==> config.mk <==
export PLATFORM = sky130hd
export DESIGN_NAME = srlsr_dev_flat
export DESIGN_NICKNAME = d
export VERILOG_FILES = /design/src/core/srlsr_pkg.sv /design/src/core/srlsr_spi_if.sv /design/src/core/srlsr_dev.sv /design/src/flat_wrapper.sv
export SDC_FILE = /design/constraint.sdc
export NUM_CORES = 1
export LEC_CHECK = 0
export BUFFER_PORTS_ARGS = -buffer_cell sky130_fd_sc_hd__buf_2
export CAP_MARGIN = 25
export CELL_PAD_IN_SITES_DETAIL_PLACEMENT = 0
export CELL_PAD_IN_SITES_GLOBAL_PLACEMENT = 1
export CORE_MARGIN = 2
export CORE_UTILIZATION = 27
export DETAILED_ROUTE_END_ITERATION = 16
export PLACE_DENSITY_LB_ADDON = 0.1
export SLEW_MARGIN = 40
export SYNTH_ARGS = -nofsm -noshare
export SYNTH_HDL_FRONTEND = slang
export SYNTH_SLANG_ARGS = --single-unit
==> constraint.sdc <==
create_clock -name CLK -period 4.1 [get_ports CLK]
set_input_delay 0.41 -clock CLK [delete_from_list [all_inputs] [get_ports CLK]]
set_output_delay 0.41 -clock CLK [all_outputs]
set_load 0.005 [all_outputs]
==> src/core/srlsr_pkg.sv <==
// Operation
// - writing 0x00 to power register powers interface
// - identifier registers must equal transmitter identifiers
// - count fields hold desired value minus one
// - version field 1 selects B, 0 A
// - per-link registers banked by link select bit
// - power and idle-lane registers shared across links
// - lane mask enables receive lanes of link
// - clock_recovery half-rate bit 5, oversample bit 1
// - clock_recovery reset while 0x00, released by 0x01
// - pll divide bits 1:0, bit 2 written one
// - pll enable 0x01 starts, lock bit reads one
package srlsr_pkg;
    // serial control frame: one direction bit, address, one data byte
    localparam int ADDR_W     = 15;
    localparam int DATA_W     = 8;
    localparam int INSTR_BITS = 16;
    localparam int FRAME_BITS = 24;
    localparam int RW_BIT     = 15;
    localparam int LINKS      = 2;
    localparam int LANES      = 8;

    // register offsets
    localparam logic [14:0] OFS_SERIAL_IF_POWER   = 15'h0200;
    localparam logic [14:0] OFS_UNUSED_LANE_MASK  = 15'h0201;
    localparam logic [14:0] OFS_CDR_RESET_CTRL    = 15'h0206;
    localparam logic [14:0] OFS_CDR_RATE_CONFIG   = 15'h0230;
    localparam logic [14:0] OFS_EQUALISER_CONFIG  = 15'h0268;
    localparam logic [14:0] OFS_SERDES_PLL_ENABLE = 15'h0280;
    localparam logic [14:0] OFS_SERDES_PLL_LOCK   = 15'h0281;
    localparam logic [14:0] OFS_SERDES_PLL_DIV    = 15'h0289;
    localparam logic [14:0] OFS_PHY_AUTOTUNE_A    = 15'h02A7;
    localparam logic [14:0] OFS_TERM_A_LOW        = 15'h02AA;
    localparam logic [14:0] OFS_TERM_A_HIGH       = 15'h02AB;
    localparam logic [14:0] OFS_PHY_AUTOTUNE_B    = 15'h02AE;
    localparam logic [14:0] OFS_TERM_B_LOW        = 15'h02B1;
    localparam logic [14:0] OFS_TERM_B_HIGH       = 15'h02B2;
    localparam logic [14:0] OFS_LINK_CONTROL      = 15'h0300;
    localparam logic [14:0] OFS_SERDES_PORT_CFG   = 15'h0314;
    localparam logic [14:0] OFS_DEVICE_IDENT      = 15'h0450;
    localparam logic [14:0] OFS_BANK_IDENT        = 15'h0451;
    localparam logic [14:0] OFS_LANE_IDENT        = 15'h0452;
    localparam logic [14:0] OFS_SCRAMBLE_LANES    = 15'h0453;
    localparam logic [14:0] OFS_OCTETS_PER_FRAME  = 15'h0454;
    localparam logic [14:0] OFS_FRAMES_PER_MF     = 15'h0455;
    localparam logic [14:0] OFS_CONVERTER_COUNT   = 15'h0456;
    localparam logic [14:0] OFS_CONVERTER_RES     = 15'h0457;
    localparam logic [14:0] OFS_SUBCLASS_WIDTH    = 15'h0458;
    localparam logic [14:0] OFS_VERSION_SPF       = 15'h0459;
    localparam logic [14:0] OFS_HIGH_DENSITY      = 15'h045A;
    localparam logic [14:0] OFS_LANE0_CHECKSUM    = 15'h045D;
    localparam logic [14:0] OFS_LANE_DESKEW       = 15'h046C;
    localparam logic [14:0] OFS_FRAME_OCTETS_CPY  = 15'h0476;
    localparam logic [14:0] OFS_LANE_ENABLE       = 15'h047D;

    // field positions
    localparam int LINK_BANK_SELECT_BIT = 2;
    localparam int TWO_LINK_MODE_BIT    = 3;
    localparam int FRAME_SUM_METHOD_BIT = 6;
    localparam int CDR_HALF_RATE_BIT    = 5;
    localparam int CDR_OVERSAMPLE_BIT   = 1;
    localparam int PLL_DIVIDE_LSB       = 0;
    localparam int PLL_CFG_ONE_BIT      = 2;
    localparam int EQ_SELECT_LSB        = 6;
    localparam int LANE_COUNT_LSB       = 0;
    localparam int SCRAMBLE_BIT         = 7;
    localparam int VERSION_LSB          = 5;
    localparam int LOCK_BIT             = 0;

    // values
    localparam logic [7:0] POWER_UP_VAL  = 8'h00;
    localparam logic [7:0] CDR_RUN_VAL   = 8'h01;
    localparam logic [7:0] PLL_START_VAL = 8'h01;
    localparam logic [2:0] VERSION_B     = 3'h1;
    localparam logic [2:0] VERSION_A     = 3'h0;

    // reset values
    localparam logic [7:0] RST_POWER = 8'h01;
    localparam logic [7:0] RST_EQ    = 8'h22;
    localparam logic [7:0] RST_OTHER = 8'h00;

    // host serial clock half period in CLK cycles
    localparam int SCLK_HALF_CYC = 8;
endpackage

==> src/core/srlsr_spi_if.sv <==
`timescale 1ns/1ns
// serial control port between the configuring host and the register bank
interface srlsr_spi_if;
    logic csb_n;     // frame select, low active
    logic sclk;      // serial clock from host
    logic sdi;       // host to device data
    logic sdo;       // device to host data
    logic sdo_oe;    // device drives sdo
    logic sdo_line;  // resolved line level seen by host

    // undriven line reads low, no pull modelled
    assign sdo_line = sdo_oe ? sdo : 1'b0;

    modport dev (input csb_n, input sclk, input sdi, output sdo, output sdo_oe);
    modport host (output csb_n, output sclk, output sdi, input sdo_line);
endinterface

==> src/core/srlsr_dev.sv <==
`timescale 1ns/1ns
module srlsr_dev (
    input  wire logic                    CLK,          // 20 MHz clock
    input  wire logic                    SRST,         // sync reset, high
    srlsr_spi_if.dev                     SPI,          // serial control port
    input  wire logic                    PLL_LOCK,     // raw serdes pll lock pin
    input  wire logic [15:0]             RX_DID,       // received device id, link1:link0
    input  wire logic [15:0]             RX_BID,       // received bank id
    input  wire logic [15:0]             RX_LID,       // received lane id
    output logic                         IF_POWERED,   // serial rx interface powered
    output logic [7:0]                   IDLE_LANES,   // unused lane mask
    output logic                         CDR_IN_RESET, // clock_recovery held in reset
    output logic                         CDR_HALF_RATE,// half-rate sampling
    output logic                         CDR_OVERSAMPLE,// oversample select
    output logic                         PLL_RUN,      // serdes pll started
    output logic [1:0]                   PLL_DIVIDE,   // serdes_pll_divide
    output logic [1:0]                   EQ_SELECT,    // equaliser_select
    output logic                         TWO_LINK,     // two_link_mode
    output logic                         SUM_METHOD,   // frame_sum_method
    output logic [15:0]                  LANE_EN,      // active lanes per link
    output logic [11:0]                  LANE_COUNT,   // lanes per link, true count
    output logic [1:0]                   MODE_B,       // link runs B protocol
    output logic [1:0]                   MODE_A,       // link runs A protocol
    output logic [1:0]                   SCRAMBLE,     // scrambling per link
    output logic [1:0]                   IDENT_MATCH   // ids equal programmed ones
);
    // shared register slots
    localparam logic [3:0] SH_POWER = 4'h0, SH_IDLE = 4'h1, SH_CDRRST = 4'h2, SH_CDRCFG = 4'h3;
    localparam logic [3:0] SH_EQ = 4'h4, SH_PLLEN = 4'h5, SH_SERDES_PLL_DIVIDE = 4'h6, SH_TUNEA = 4'h7;
    localparam logic [3:0] SH_TERMAL = 4'h8, SH_TERMAH = 4'h9, SH_TUNEB = 4'hA, SH_TERMBL = 4'hB;
    localparam logic [3:0] SH_TERMBH = 4'hC, SH_LINKCTL = 4'hD, SH_PORTCFG = 4'hE;
    // banked register slots
    localparam logic [3:0] BK_DID = 4'h0, BK_BID = 4'h1, BK_LID = 4'h2, BK_SCRL = 4'h3;
    localparam logic [3:0] BK_F = 4'h4, BK_K = 4'h5, BK_M = 4'h6, BK_N = 4'h7, BK_SUBC = 4'h8;
    localparam logic [3:0] BK_VER = 4'h9, BK_HD = 4'hA, BK_CSUM = 4'hB, BK_DESK = 4'hC;
    localparam logic [3:0] BK_FCPY = 4'hD, BK_LANEEN = 4'hE;

    logic [7:0]  sh_ff [0:15];
    logic [7:0]  bk_ff [0:1][0:15];
    logic        csb_s1_ff, csb_s2_ff;
    logic        sclk_s1_ff, sclk_s2_ff, sclk_s3_ff;
    logic        sdi_s1_ff, sdi_s2_ff;
    logic        lock_s1_ff, lock_s2_ff;
    logic [4:0]  cnt_ff;
    logic [22:0] shift_ff;
    logic [15:0] hdr_ff;
    logic [7:0]  out_ff;
    logic        oe_ff;
    logic        rise, fall;
    logic [14:0] nxt_addr;
    logic [6:0]  hit;
    logic [6:0]  wr_hit;
    logic [7:0]  rdata;
    logic        sel;
    logic        pll_run;

    // decode: {hit, read_only, banked, slot}
    function automatic logic [6:0] decode(input logic [14:0] a);
        case (a)
            srlsr_pkg::OFS_SERIAL_IF_POWER:   decode = {3'b100, SH_POWER};
            srlsr_pkg::OFS_UNUSED_LANE_MASK:  decode = {3'b100, SH_IDLE};
            srlsr_pkg::OFS_CDR_RESET_CTRL:    decode = {3'b100, SH_CDRRST};
            srlsr_pkg::OFS_CDR_RATE_CONFIG:   decode = {3'b100, SH_CDRCFG};
            srlsr_pkg::OFS_EQUALISER_CONFIG:  decode = {3'b100, SH_EQ};
            srlsr_pkg::OFS_SERDES_PLL_ENABLE: decode = {3'b100, SH_PLLEN};
            srlsr_pkg::OFS_SERDES_PLL_LOCK:   decode = {3'b110, 4'hF};
            srlsr_pkg::OFS_SERDES_PLL_DIV:    decode = {3'b100, SH_SERDES_PLL_DIVIDE};
            srlsr_pkg::OFS_PHY_AUTOTUNE_A:    decode = {3'b100, SH_TUNEA};
            srlsr_pkg::OFS_TERM_A_LOW:        decode = {3'b100, SH_TERMAL};
            srlsr_pkg::OFS_TERM_A_HIGH:       decode = {3'b100, SH_TERMAH};
            srlsr_pkg::OFS_PHY_AUTOTUNE_B:    decode = {3'b100, SH_TUNEB};
            srlsr_pkg::OFS_TERM_B_LOW:        decode = {3'b100, SH_TERMBL};
            srlsr_pkg::OFS_TERM_B_HIGH:       decode = {3'b100, SH_TERMBH};
            srlsr_pkg::OFS_LINK_CONTROL:      decode = {3'b100, SH_LINKCTL};
            srlsr_pkg::OFS_SERDES_PORT_CFG:   decode = {3'b100, SH_PORTCFG};
            srlsr_pkg::OFS_DEVICE_IDENT:      decode = {3'b101, BK_DID};
            srlsr_pkg::OFS_BANK_IDENT:        decode = {3'b101, BK_BID};
            srlsr_pkg::OFS_LANE_IDENT:        decode = {3'b101, BK_LID};
            srlsr_pkg::OFS_SCRAMBLE_LANES:    decode = {3'b101, BK_SCRL};
            srlsr_pkg::OFS_OCTETS_PER_FRAME:  decode = {3'b101, BK_F};
            srlsr_pkg::OFS_FRAMES_PER_MF:     decode = {3'b101, BK_K};
            srlsr_pkg::OFS_CONVERTER_COUNT:   decode = {3'b101, BK_M};
            srlsr_pkg::OFS_CONVERTER_RES:     decode = {3'b101, BK_N};
            srlsr_pkg::OFS_SUBCLASS_WIDTH:    decode = {3'b101, BK_SUBC};
            srlsr_pkg::OFS_VERSION_SPF:       decode = {3'b101, BK_VER};
            srlsr_pkg::OFS_HIGH_DENSITY:      decode = {3'b101, BK_HD};
            srlsr_pkg::OFS_LANE0_CHECKSUM:    decode = {3'b101, BK_CSUM};
            srlsr_pkg::OFS_LANE_DESKEW:       decode = {3'b101, BK_DESK};
            srlsr_pkg::OFS_FRAME_OCTETS_CPY:  decode = {3'b101, BK_FCPY};
            srlsr_pkg::OFS_LANE_ENABLE:       decode = {3'b101, BK_LANEEN};
            default:                          decode = 7'h00; // unmapped
        endcase
    endfunction

    // pin synchronisers; the second stage feeds logic, and sclk keeps a third stage for edge detection
    always_ff @(posedge CLK)
    begin
        csb_s1_ff  <= SPI.csb_n;
        csb_s2_ff  <= csb_s1_ff;
        sclk_s1_ff <= SPI.sclk;
        sclk_s2_ff <= sclk_s1_ff;
        sclk_s3_ff <= sclk_s2_ff;
        sdi_s1_ff  <= SPI.sdi;
        sdi_s2_ff  <= sdi_s1_ff;
        lock_s1_ff <= PLL_LOCK;
        lock_s2_ff <= lock_s1_ff;
    end

    assign rise = sclk_s2_ff & ~sclk_s3_ff;
    assign fall = ~sclk_s2_ff & sclk_s3_ff;
    // the link control register itself is shared so the select never banks itself away
    assign sel      = sh_ff[SH_LINKCTL][srlsr_pkg::LINK_BANK_SELECT_BIT];
    // bit 2 of the divider must be one, otherwise the pll is kept off
    assign pll_run  = (sh_ff[SH_PLLEN] == srlsr_pkg::PLL_START_VAL)
                      & sh_ff[SH_SERDES_PLL_DIVIDE][srlsr_pkg::PLL_CFG_ONE_BIT];
    assign nxt_addr = {shift_ff[13:0], sdi_s2_ff};
    assign hit      = decode(nxt_addr);
    assign wr_hit   = decode(hdr_ff[14:0]);

    // read mux; unmapped addresses read zero
    always_comb
    begin
        rdata = 8'h00;
        if (hit[6] && hit[5])
            rdata = {7'h00, lock_s2_ff & pll_run};
        else if (hit[6] && hit[4])
            rdata = bk_ff[sel][hit[3:0]];
        else if (hit[6])
            rdata = sh_ff[hit[3:0]];
    end

    // bit counter; a raised select aborts the frame
    always_ff @(posedge CLK)
    begin
        if (SRST || csb_s2_ff)
            cnt_ff <= 5'h00;
        else if (rise && cnt_ff != 5'(srlsr_pkg::FRAME_BITS))
            cnt_ff <= cnt_ff + 5'h01;
    end

    // input shifter and latched instruction
    always_ff @(posedge CLK)
    begin
        if (SRST)
        begin
            shift_ff <= 23'h000000;
            hdr_ff   <= 16'h0000;
        end
        else if (rise)
        begin
            shift_ff <= {shift_ff[21:0], sdi_s2_ff};
            if (cnt_ff == 5'(srlsr_pkg::INSTR_BITS - 1))
                hdr_ff <= {shift_ff[14:0], sdi_s2_ff};
        end
    end

    // read data goes out msb first, changing on falling edges
    always_ff @(posedge CLK)
    begin
        if (SRST || csb_s2_ff)
        begin
            out_ff <= 8'h00;
            oe_ff  <= 1'b0;
        end
        else if (rise && cnt_ff == 5'(srlsr_pkg::INSTR_BITS - 1))
        begin
            out_ff <= rdata;
            oe_ff  <= shift_ff[14];
        end
        else if (fall && cnt_ff > 5'(srlsr_pkg::INSTR_BITS))
            out_ff <= {out_ff[6:0], 1'b0};
    end

    assign SPI.sdo    = out_ff[7];
    assign SPI.sdo_oe = oe_ff;

    // register writes commit on the last data bit; read-only and unmapped writes drop
    always_ff @(posedge CLK)
    begin
        if (SRST)
        begin
            for (int i = 0; i < 16; i++)
            begin
                sh_ff[i]    <= srlsr_pkg::RST_OTHER;
                bk_ff[0][i] <= srlsr_pkg::RST_OTHER;
                bk_ff[1][i] <= srlsr_pkg::RST_OTHER;
            end
            sh_ff[SH_POWER] <= srlsr_pkg::RST_POWER;
            sh_ff[SH_EQ]    <= srlsr_pkg::RST_EQ;
        end
        else if (rise && cnt_ff == 5'(srlsr_pkg::FRAME_BITS - 1) && !hdr_ff[srlsr_pkg::RW_BIT]
                 && wr_hit[6] && !wr_hit[5])
        begin
            if (wr_hit[4])
                bk_ff[sel][wr_hit[3:0]] <= {shift_ff[6:0], sdi_s2_ff};
            else
                sh_ff[wr_hit[3:0]] <= {shift_ff[6:0], sdi_s2_ff};
        end
    end

    // shared physical layer controls, registered
    always_ff @(posedge CLK)
    begin
        if (SRST)
        begin
            IF_POWERED     <= 1'b0;
            IDLE_LANES     <= 8'h00;
            CDR_IN_RESET   <= 1'b1;
            CDR_HALF_RATE  <= 1'b0;
            CDR_OVERSAMPLE <= 1'b0;
            PLL_RUN        <= 1'b0;
            PLL_DIVIDE     <= 2'h0;
            EQ_SELECT      <= 2'h0;
            TWO_LINK       <= 1'b0;
            SUM_METHOD     <= 1'b0;
        end
        else
        begin
            IF_POWERED     <= sh_ff[SH_POWER] == srlsr_pkg::POWER_UP_VAL;
            IDLE_LANES     <= sh_ff[SH_IDLE];
            // any value other than the run code keeps the recovery loop in reset
            CDR_IN_RESET   <= sh_ff[SH_CDRRST] != srlsr_pkg::CDR_RUN_VAL;
            CDR_HALF_RATE  <= sh_ff[SH_CDRCFG][srlsr_pkg::CDR_HALF_RATE_BIT];
            CDR_OVERSAMPLE <= sh_ff[SH_CDRCFG][srlsr_pkg::CDR_OVERSAMPLE_BIT];
            PLL_RUN        <= pll_run;
            PLL_DIVIDE     <= sh_ff[SH_SERDES_PLL_DIVIDE][srlsr_pkg::PLL_DIVIDE_LSB +: 2];
            EQ_SELECT      <= sh_ff[SH_EQ][srlsr_pkg::EQ_SELECT_LSB +: 2];
            TWO_LINK       <= sh_ff[SH_LINKCTL][srlsr_pkg::TWO_LINK_MODE_BIT];
            SUM_METHOD     <= sh_ff[SH_LINKCTL][srlsr_pkg::FRAME_SUM_METHOD_BIT];
        end
    end

    // per-link transport settings
    for (genvar l = 0; l < srlsr_pkg::LINKS; l++)
    begin : g_link
        always_ff @(posedge CLK)
        begin
            if (SRST)
            begin
                LANE_EN[l*8 +: 8]    <= 8'h00;
                LANE_COUNT[l*6 +: 6] <= 6'h00;
                MODE_B[l]            <= 1'b0;
                MODE_A[l]            <= 1'b0;
                SCRAMBLE[l]          <= 1'b0;
                IDENT_MATCH[l]       <= 1'b0;
            end
            else
            begin
                // idle lanes stay off even if enabled in the mask
                LANE_EN[l*8 +: 8]    <= bk_ff[l][BK_LANEEN] & ~sh_ff[SH_IDLE];
                LANE_COUNT[l*6 +: 6] <= {1'b0, bk_ff[l][BK_SCRL][srlsr_pkg::LANE_COUNT_LSB +: 5]} + 6'h01;
                MODE_B[l]            <= bk_ff[l][BK_VER][srlsr_pkg::VERSION_LSB +: 3] == srlsr_pkg::VERSION_B;
                MODE_A[l]            <= bk_ff[l][BK_VER][srlsr_pkg::VERSION_LSB +: 3] == srlsr_pkg::VERSION_A;
                SCRAMBLE[l]          <= bk_ff[l][BK_SCRL][srlsr_pkg::SCRAMBLE_BIT];
                IDENT_MATCH[l]       <= bk_ff[l][BK_DID] == RX_DID[l*8 +: 8]
                                        && bk_ff[l][BK_BID] == RX_BID[l*8 +: 8]
                                        && bk_ff[l][BK_LID] == RX_LID[l*8 +: 8];
            end
        end
    end
endmodule // srlsr_dev

==> src/flat_wrapper.sv <==
// flat-port wrapper written by rule: the top's interface ports become plain ports
module srlsr_dev_flat 
  (CLK, SRST, PLL_LOCK, RX_DID, RX_BID, RX_LID, IF_POWERED, IDLE_LANES, CDR_IN_RESET, CDR_HALF_RATE, CDR_OVERSAMPLE, PLL_RUN, PLL_DIVIDE, EQ_SELECT, TWO_LINK, SUM_METHOD, LANE_EN, LANE_COUNT, MODE_B, MODE_A, SCRAMBLE, IDENT_MATCH, SPI_csb_n, SPI_sclk, SPI_sdi, SPI_sdo, SPI_sdo_oe);
  srlsr_spi_if SPI_i ();
  input  wire logic CLK;
  input  wire logic SRST;
  input  wire logic PLL_LOCK;
  input  wire logic [15:0] RX_DID;
  input  wire logic [15:0] RX_BID;
  input  wire logic [15:0] RX_LID;
  output logic IF_POWERED;
  output logic [7:0] IDLE_LANES;
  output logic CDR_IN_RESET;
  output logic CDR_HALF_RATE;
  output logic CDR_OVERSAMPLE;
  output logic PLL_RUN;
  output logic [1:0] PLL_DIVIDE;
  output logic [1:0] EQ_SELECT;
  output logic TWO_LINK;
  output logic SUM_METHOD;
  output logic [15:0] LANE_EN;
  output logic [11:0] LANE_COUNT;
  output logic [1:0] MODE_B;
  output logic [1:0] MODE_A;
  output logic [1:0] SCRAMBLE;
  output logic [1:0] IDENT_MATCH;
  input wire logic [$bits(SPI_i.csb_n)-1:0] SPI_csb_n;
  input wire logic [$bits(SPI_i.sclk)-1:0] SPI_sclk;
  input wire logic [$bits(SPI_i.sdi)-1:0] SPI_sdi;
  output wire logic [$bits(SPI_i.sdo)-1:0] SPI_sdo;
  output wire logic [$bits(SPI_i.sdo_oe)-1:0] SPI_sdo_oe;
  assign SPI_i.csb_n = SPI_csb_n;
  assign SPI_i.sclk = SPI_sclk;
  assign SPI_i.sdi = SPI_sdi;
  assign SPI_sdo = SPI_i.sdo;
  assign SPI_sdo_oe = SPI_i.sdo_oe;
  srlsr_dev u_core (.CLK(CLK), .SRST(SRST), .SPI(SPI_i), .PLL_LOCK(PLL_LOCK), .RX_DID(RX_DID), .RX_BID(RX_BID), .RX_LID(RX_LID), .IF_POWERED(IF_POWERED), .IDLE_LANES(IDLE_LANES), .CDR_IN_RESET(CDR_IN_RESET), .CDR_HALF_RATE(CDR_HALF_RATE), .CDR_OVERSAMPLE(CDR_OVERSAMPLE), .PLL_RUN(PLL_RUN), .PLL_DIVIDE(PLL_DIVIDE), .EQ_SELECT(EQ_SELECT), .TWO_LINK(TWO_LINK), .SUM_METHOD(SUM_METHOD), .LANE_EN(LANE_EN), .LANE_COUNT(LANE_COUNT), .MODE_B(MODE_B), .MODE_A(MODE_A), .SCRAMBLE(SCRAMBLE), .IDENT_MATCH(IDENT_MATCH));
endmodule
==> flow_summary_export.csv <==
group,metric,value,unit
final_layout,fin_util,32.2,%
drt,num_vias,16300,
floorplanning,die_area,91300,um2
floorplanning,io_pins,111,
drt,wl_per_cell,24.2,um
final_layout,fin_area,28400,um2
cts,cts_tree,"done",
floorplanning,start_util,27.2,%
synth,yosys_warnings,0,
cts,htree_num_levels,2,
setup_path,critical_path_arrival,4.46,ns
cts,clk_pin_slew,0.06,ns
synth,syn_area,24000,um2
setup_path,start_kind,"register",
cts,cts_buffer_depth,3,
cts,cts_made_buffers,59,
setup_path,endpoint_kind,"register",
floorplanning,die_w,302,um
final_layout,final_nets,2215,
run_status,outcome,"completed",
cts,cts_resized,0,
placement,place.gp.congestion,0.810,
drt,drt-initial-drc-count,1199,
cts,clk_latency,0.65,ns
drt,first_pass_iters,6,
drt,vias_per_cell,4.84,
synth,synth-async-reset-ratio,0,%
synth,synth_flop_cell,"edfxtp_1",
run,maxCapViolations,0,
placement,io_buffers,110,
setup_path,crit_required,4.69,ns
pwr,total_power,11.4,mW
final_layout,final_cell_mix,"384 x edfxtp_1, 278 x and2_1, 136 x nand2_1",
timing,setup_violations,0,
synth,synth_cells,1989,
timing,clock_skew,0.0454,ns
timing,rsz0062_at_grt,"false",
timing,hold_violations,0,
hold_path,min_path_type,"input port to register",
timing,setup_tns,0,ns
placement,post-dp-hpwl,56800,um
placement,postPlaceCellArea,26400,um2
synth,synth-seq-area-share,57.1,%
timing,fmax,258,MHz
synth,synth-edff-count,384,
drt,drc,0,
floorplanning,placement_rows,109,
timing,period_minus_slack,3.87,ns
global_routing,track_usage,17.9,%
synth,ys_ff_latch,493,
setup_path,critPathKind,"register to register",
global_routing,grt_max_degree,72,
cts,clock-sinks,493,
drt,ant_nets,0,
setup_path,critPathMaxFanout,20,
timing,fin_crit_sh,94.4,%
floorplanning,core-area,88200,um2
synth,synth_area_per_cell,12.1,um2
timing,finalMaxSlewViolations,0,
timing,relSlewSlack,43.8,%
final_layout,syn2layout_area_growth,18.5,%
pwr,peakVddDrop,0.000345,V
cts,cts_root_buf,"clkbuf_16",
global_routing,grt_antenna_before_repair,6,
final_layout,layout_commonest_cell,"edfxtp_1",
pwr,leakagePower,9.93,nW
pwr,p_per_area,403,nW/um2
synth,ys_types,92,
global_routing,grt_pass1_wl,119000,um
floorplanning,die_height,302,um
global_routing,grt_pass1_vias,16600,
global_routing,overflow,0,
final_layout,layout-drive-gt1-share,21.4,%
drt,routed_wl,81500,um
timing,whs,0.0560,ns
timing,worst_pin_slew,0.843,ns
==> registers in the layout, summed over array words and instances, names as in the netlist, 2 cells and up <==
signal / flops
u_core.shift_ff: 15
u_core.bk_ff: 256
u_core.LANE_COUNT: 12
u_core.cnt_ff: 5
u_core.MODE_A: 2
u_core.out_ff: 8
u_core.IDLE_LANES: 8
u_core.SCRAMBLE: 2
u_core.PLL_DIVIDE: 2
u_core.MODE_B: 2
u_core.hdr_ff: 16
u_core.LANE_EN: 16
u_core.IDENT_MATCH: 2
u_core.EQ_SELECT: 2
u_core.sh_ff: 128
==> synthesized netlist by cell type, types with 7 or more instances <==
| cell type | number | area, um2 |
|---|---|---|
| edfxtp_1 | 384 | 11500 |
| and2_1 | 278 | 1740 |
| nand2_1 | 136 | 510 |
| dfxtp_1 | 109 | 2180 |
| mux2i_1 | 105 | 1050 |
| nor3_1 | 102 | 510 |
| nor2_1 | 90 | 338 |
| clkbuf_1 | 88 | 330 |
| mux4_2 | 56 | 1260 |
| a21oi_1 | 51 | 255 |
| or2_2 | 49 | 307 |
| buf_2 | 45 | 225 |
| nand3_1 | 44 | 220 |
| xor2_1 | 35 | 307 |
| nor2b_1 | 33 | 206 |
| o21ai_0 | 29 | 145 |
| nor3b_1 | 27 | 203 |
| a22oi_1 | 23 | 173 |
| nor4_1 | 23 | 144 |
| xnor2_1 | 22 | 193 |
| nand2b_1 | 17 | 106 |
| nand4_1 | 16 | 100 |
| inv_1 | 12 | 45.0 |
| mux2_2 | 10 | 113 |
| a21o_1 | 9 | 67.6 |
| buf_6 | 9 | 101 |
| nor4b_1 | 9 | 78.8 |
| and3_1 | 8 | 50.1 |
| buf_4 | 7 | 52.6 |
| nand3b_1 | 7 | 52.6 |
==> worst max-delay path, stage by stage (launching register included) <==
cell	delay [ns]
dfxtp_2	0.68
buf_4	0.29
buf_4	0.19
nand2b_1	0.14
and4b_1	0.24
a211o_1	0.39
nor2_2	0.63
buf_4	0.38
mux2_2	0.43
o211ai_1	0.20
o211ai_1	0.16
nand3_1	0.09
==> path summary, 6_finish.rpt <==
kind                                          from               endpoint  slack [ns]  depth (start not counted)
worst max-delay path            u_core.shift_ff[4]       u_core.out_ff[0]        0.23                         11
worst min-delay path                    RX_DID[13]  u_core.IDENT_MATCH[1]        0.06                          4
worst max register to register  u_core.shift_ff[4]       u_core.out_ff[0]        0.23                         11
worst min register to register   u_core.sclk_s1_ff      u_core.sclk_s2_ff        0.33                          0
==> layout make-up <==
type | instances | area [um2]
Antenna cell | 3 | 7.51
Clock buffer | 98 | 1840
Clock inverter | 12 | 121
Fill cell | 8822 | 59800
Inverter | 13 | 48.8
Multi-Input combinational cell | 1352 | 9610
Sequential cell | 493 | 13700
Tap cell | 1165 | 1460
Timing Repair Buffer | 237 | 1630
==> timing repair <==
action | CTS | global route
endpoints found under the hold margin | 5 | 0
hold buffers | 5 | 0
setup buffers | 0 | 0
==> power by group <==
| part | internal (mW) | leakage (nW) | switching [mW] |
|---|---|---|---|
| Clock | 3.11 | 0.954 | 2.16 |
| Sequential | 5.57 | 4.70 | 0.104 |
| Combinational | 0.201 | 4.28 | 0.310 |
| Total | 8.88 | 9.93 | 2.57 |
==> cell families after synthesis <==
| family | after synthesis | share of synthesized area [%] |
|---|---|---|
| simple gates | 886 | 20.9 |
| flops | 493 | 57.1 |
| compound gates | 208 | 6.17 |
| mux | 172 | 10.2 |
| buf+inv | 167 | 3.28 |
| xor+xnor | 57 | 2.08 |
| fa+ha+maj | 5 | 0.261 |
| other cells | 1 | 0.0156 |
==> per-layer routing <==
| layer | vias to the layer above | track usage (%) | part of all wire [%] |
|---|---|---|---|
| met1 | 8200 | 25.3 | 47 |
| met2 | 414 | 28.6 | 46 |
| met4 | 4 | 4.50 | 2.4 |
| met3 | 109 | 2.72 | 4.7 |
| li1 | 7596 | - | - |
| met5 | - | 0 | 0.032 |
==> through the flow <==
stage	setup WS, ns	instances
5_1_grt	0.00692	3370
2_1_floorplan	1.24	2012
4_1_cts	0.222	3370
3_3_place_gp	0.176	3255
6_report	0.229	3373
3_5_place_dp	0.218	3255
No activity file was read; power rests on OpenSTA's default activity.
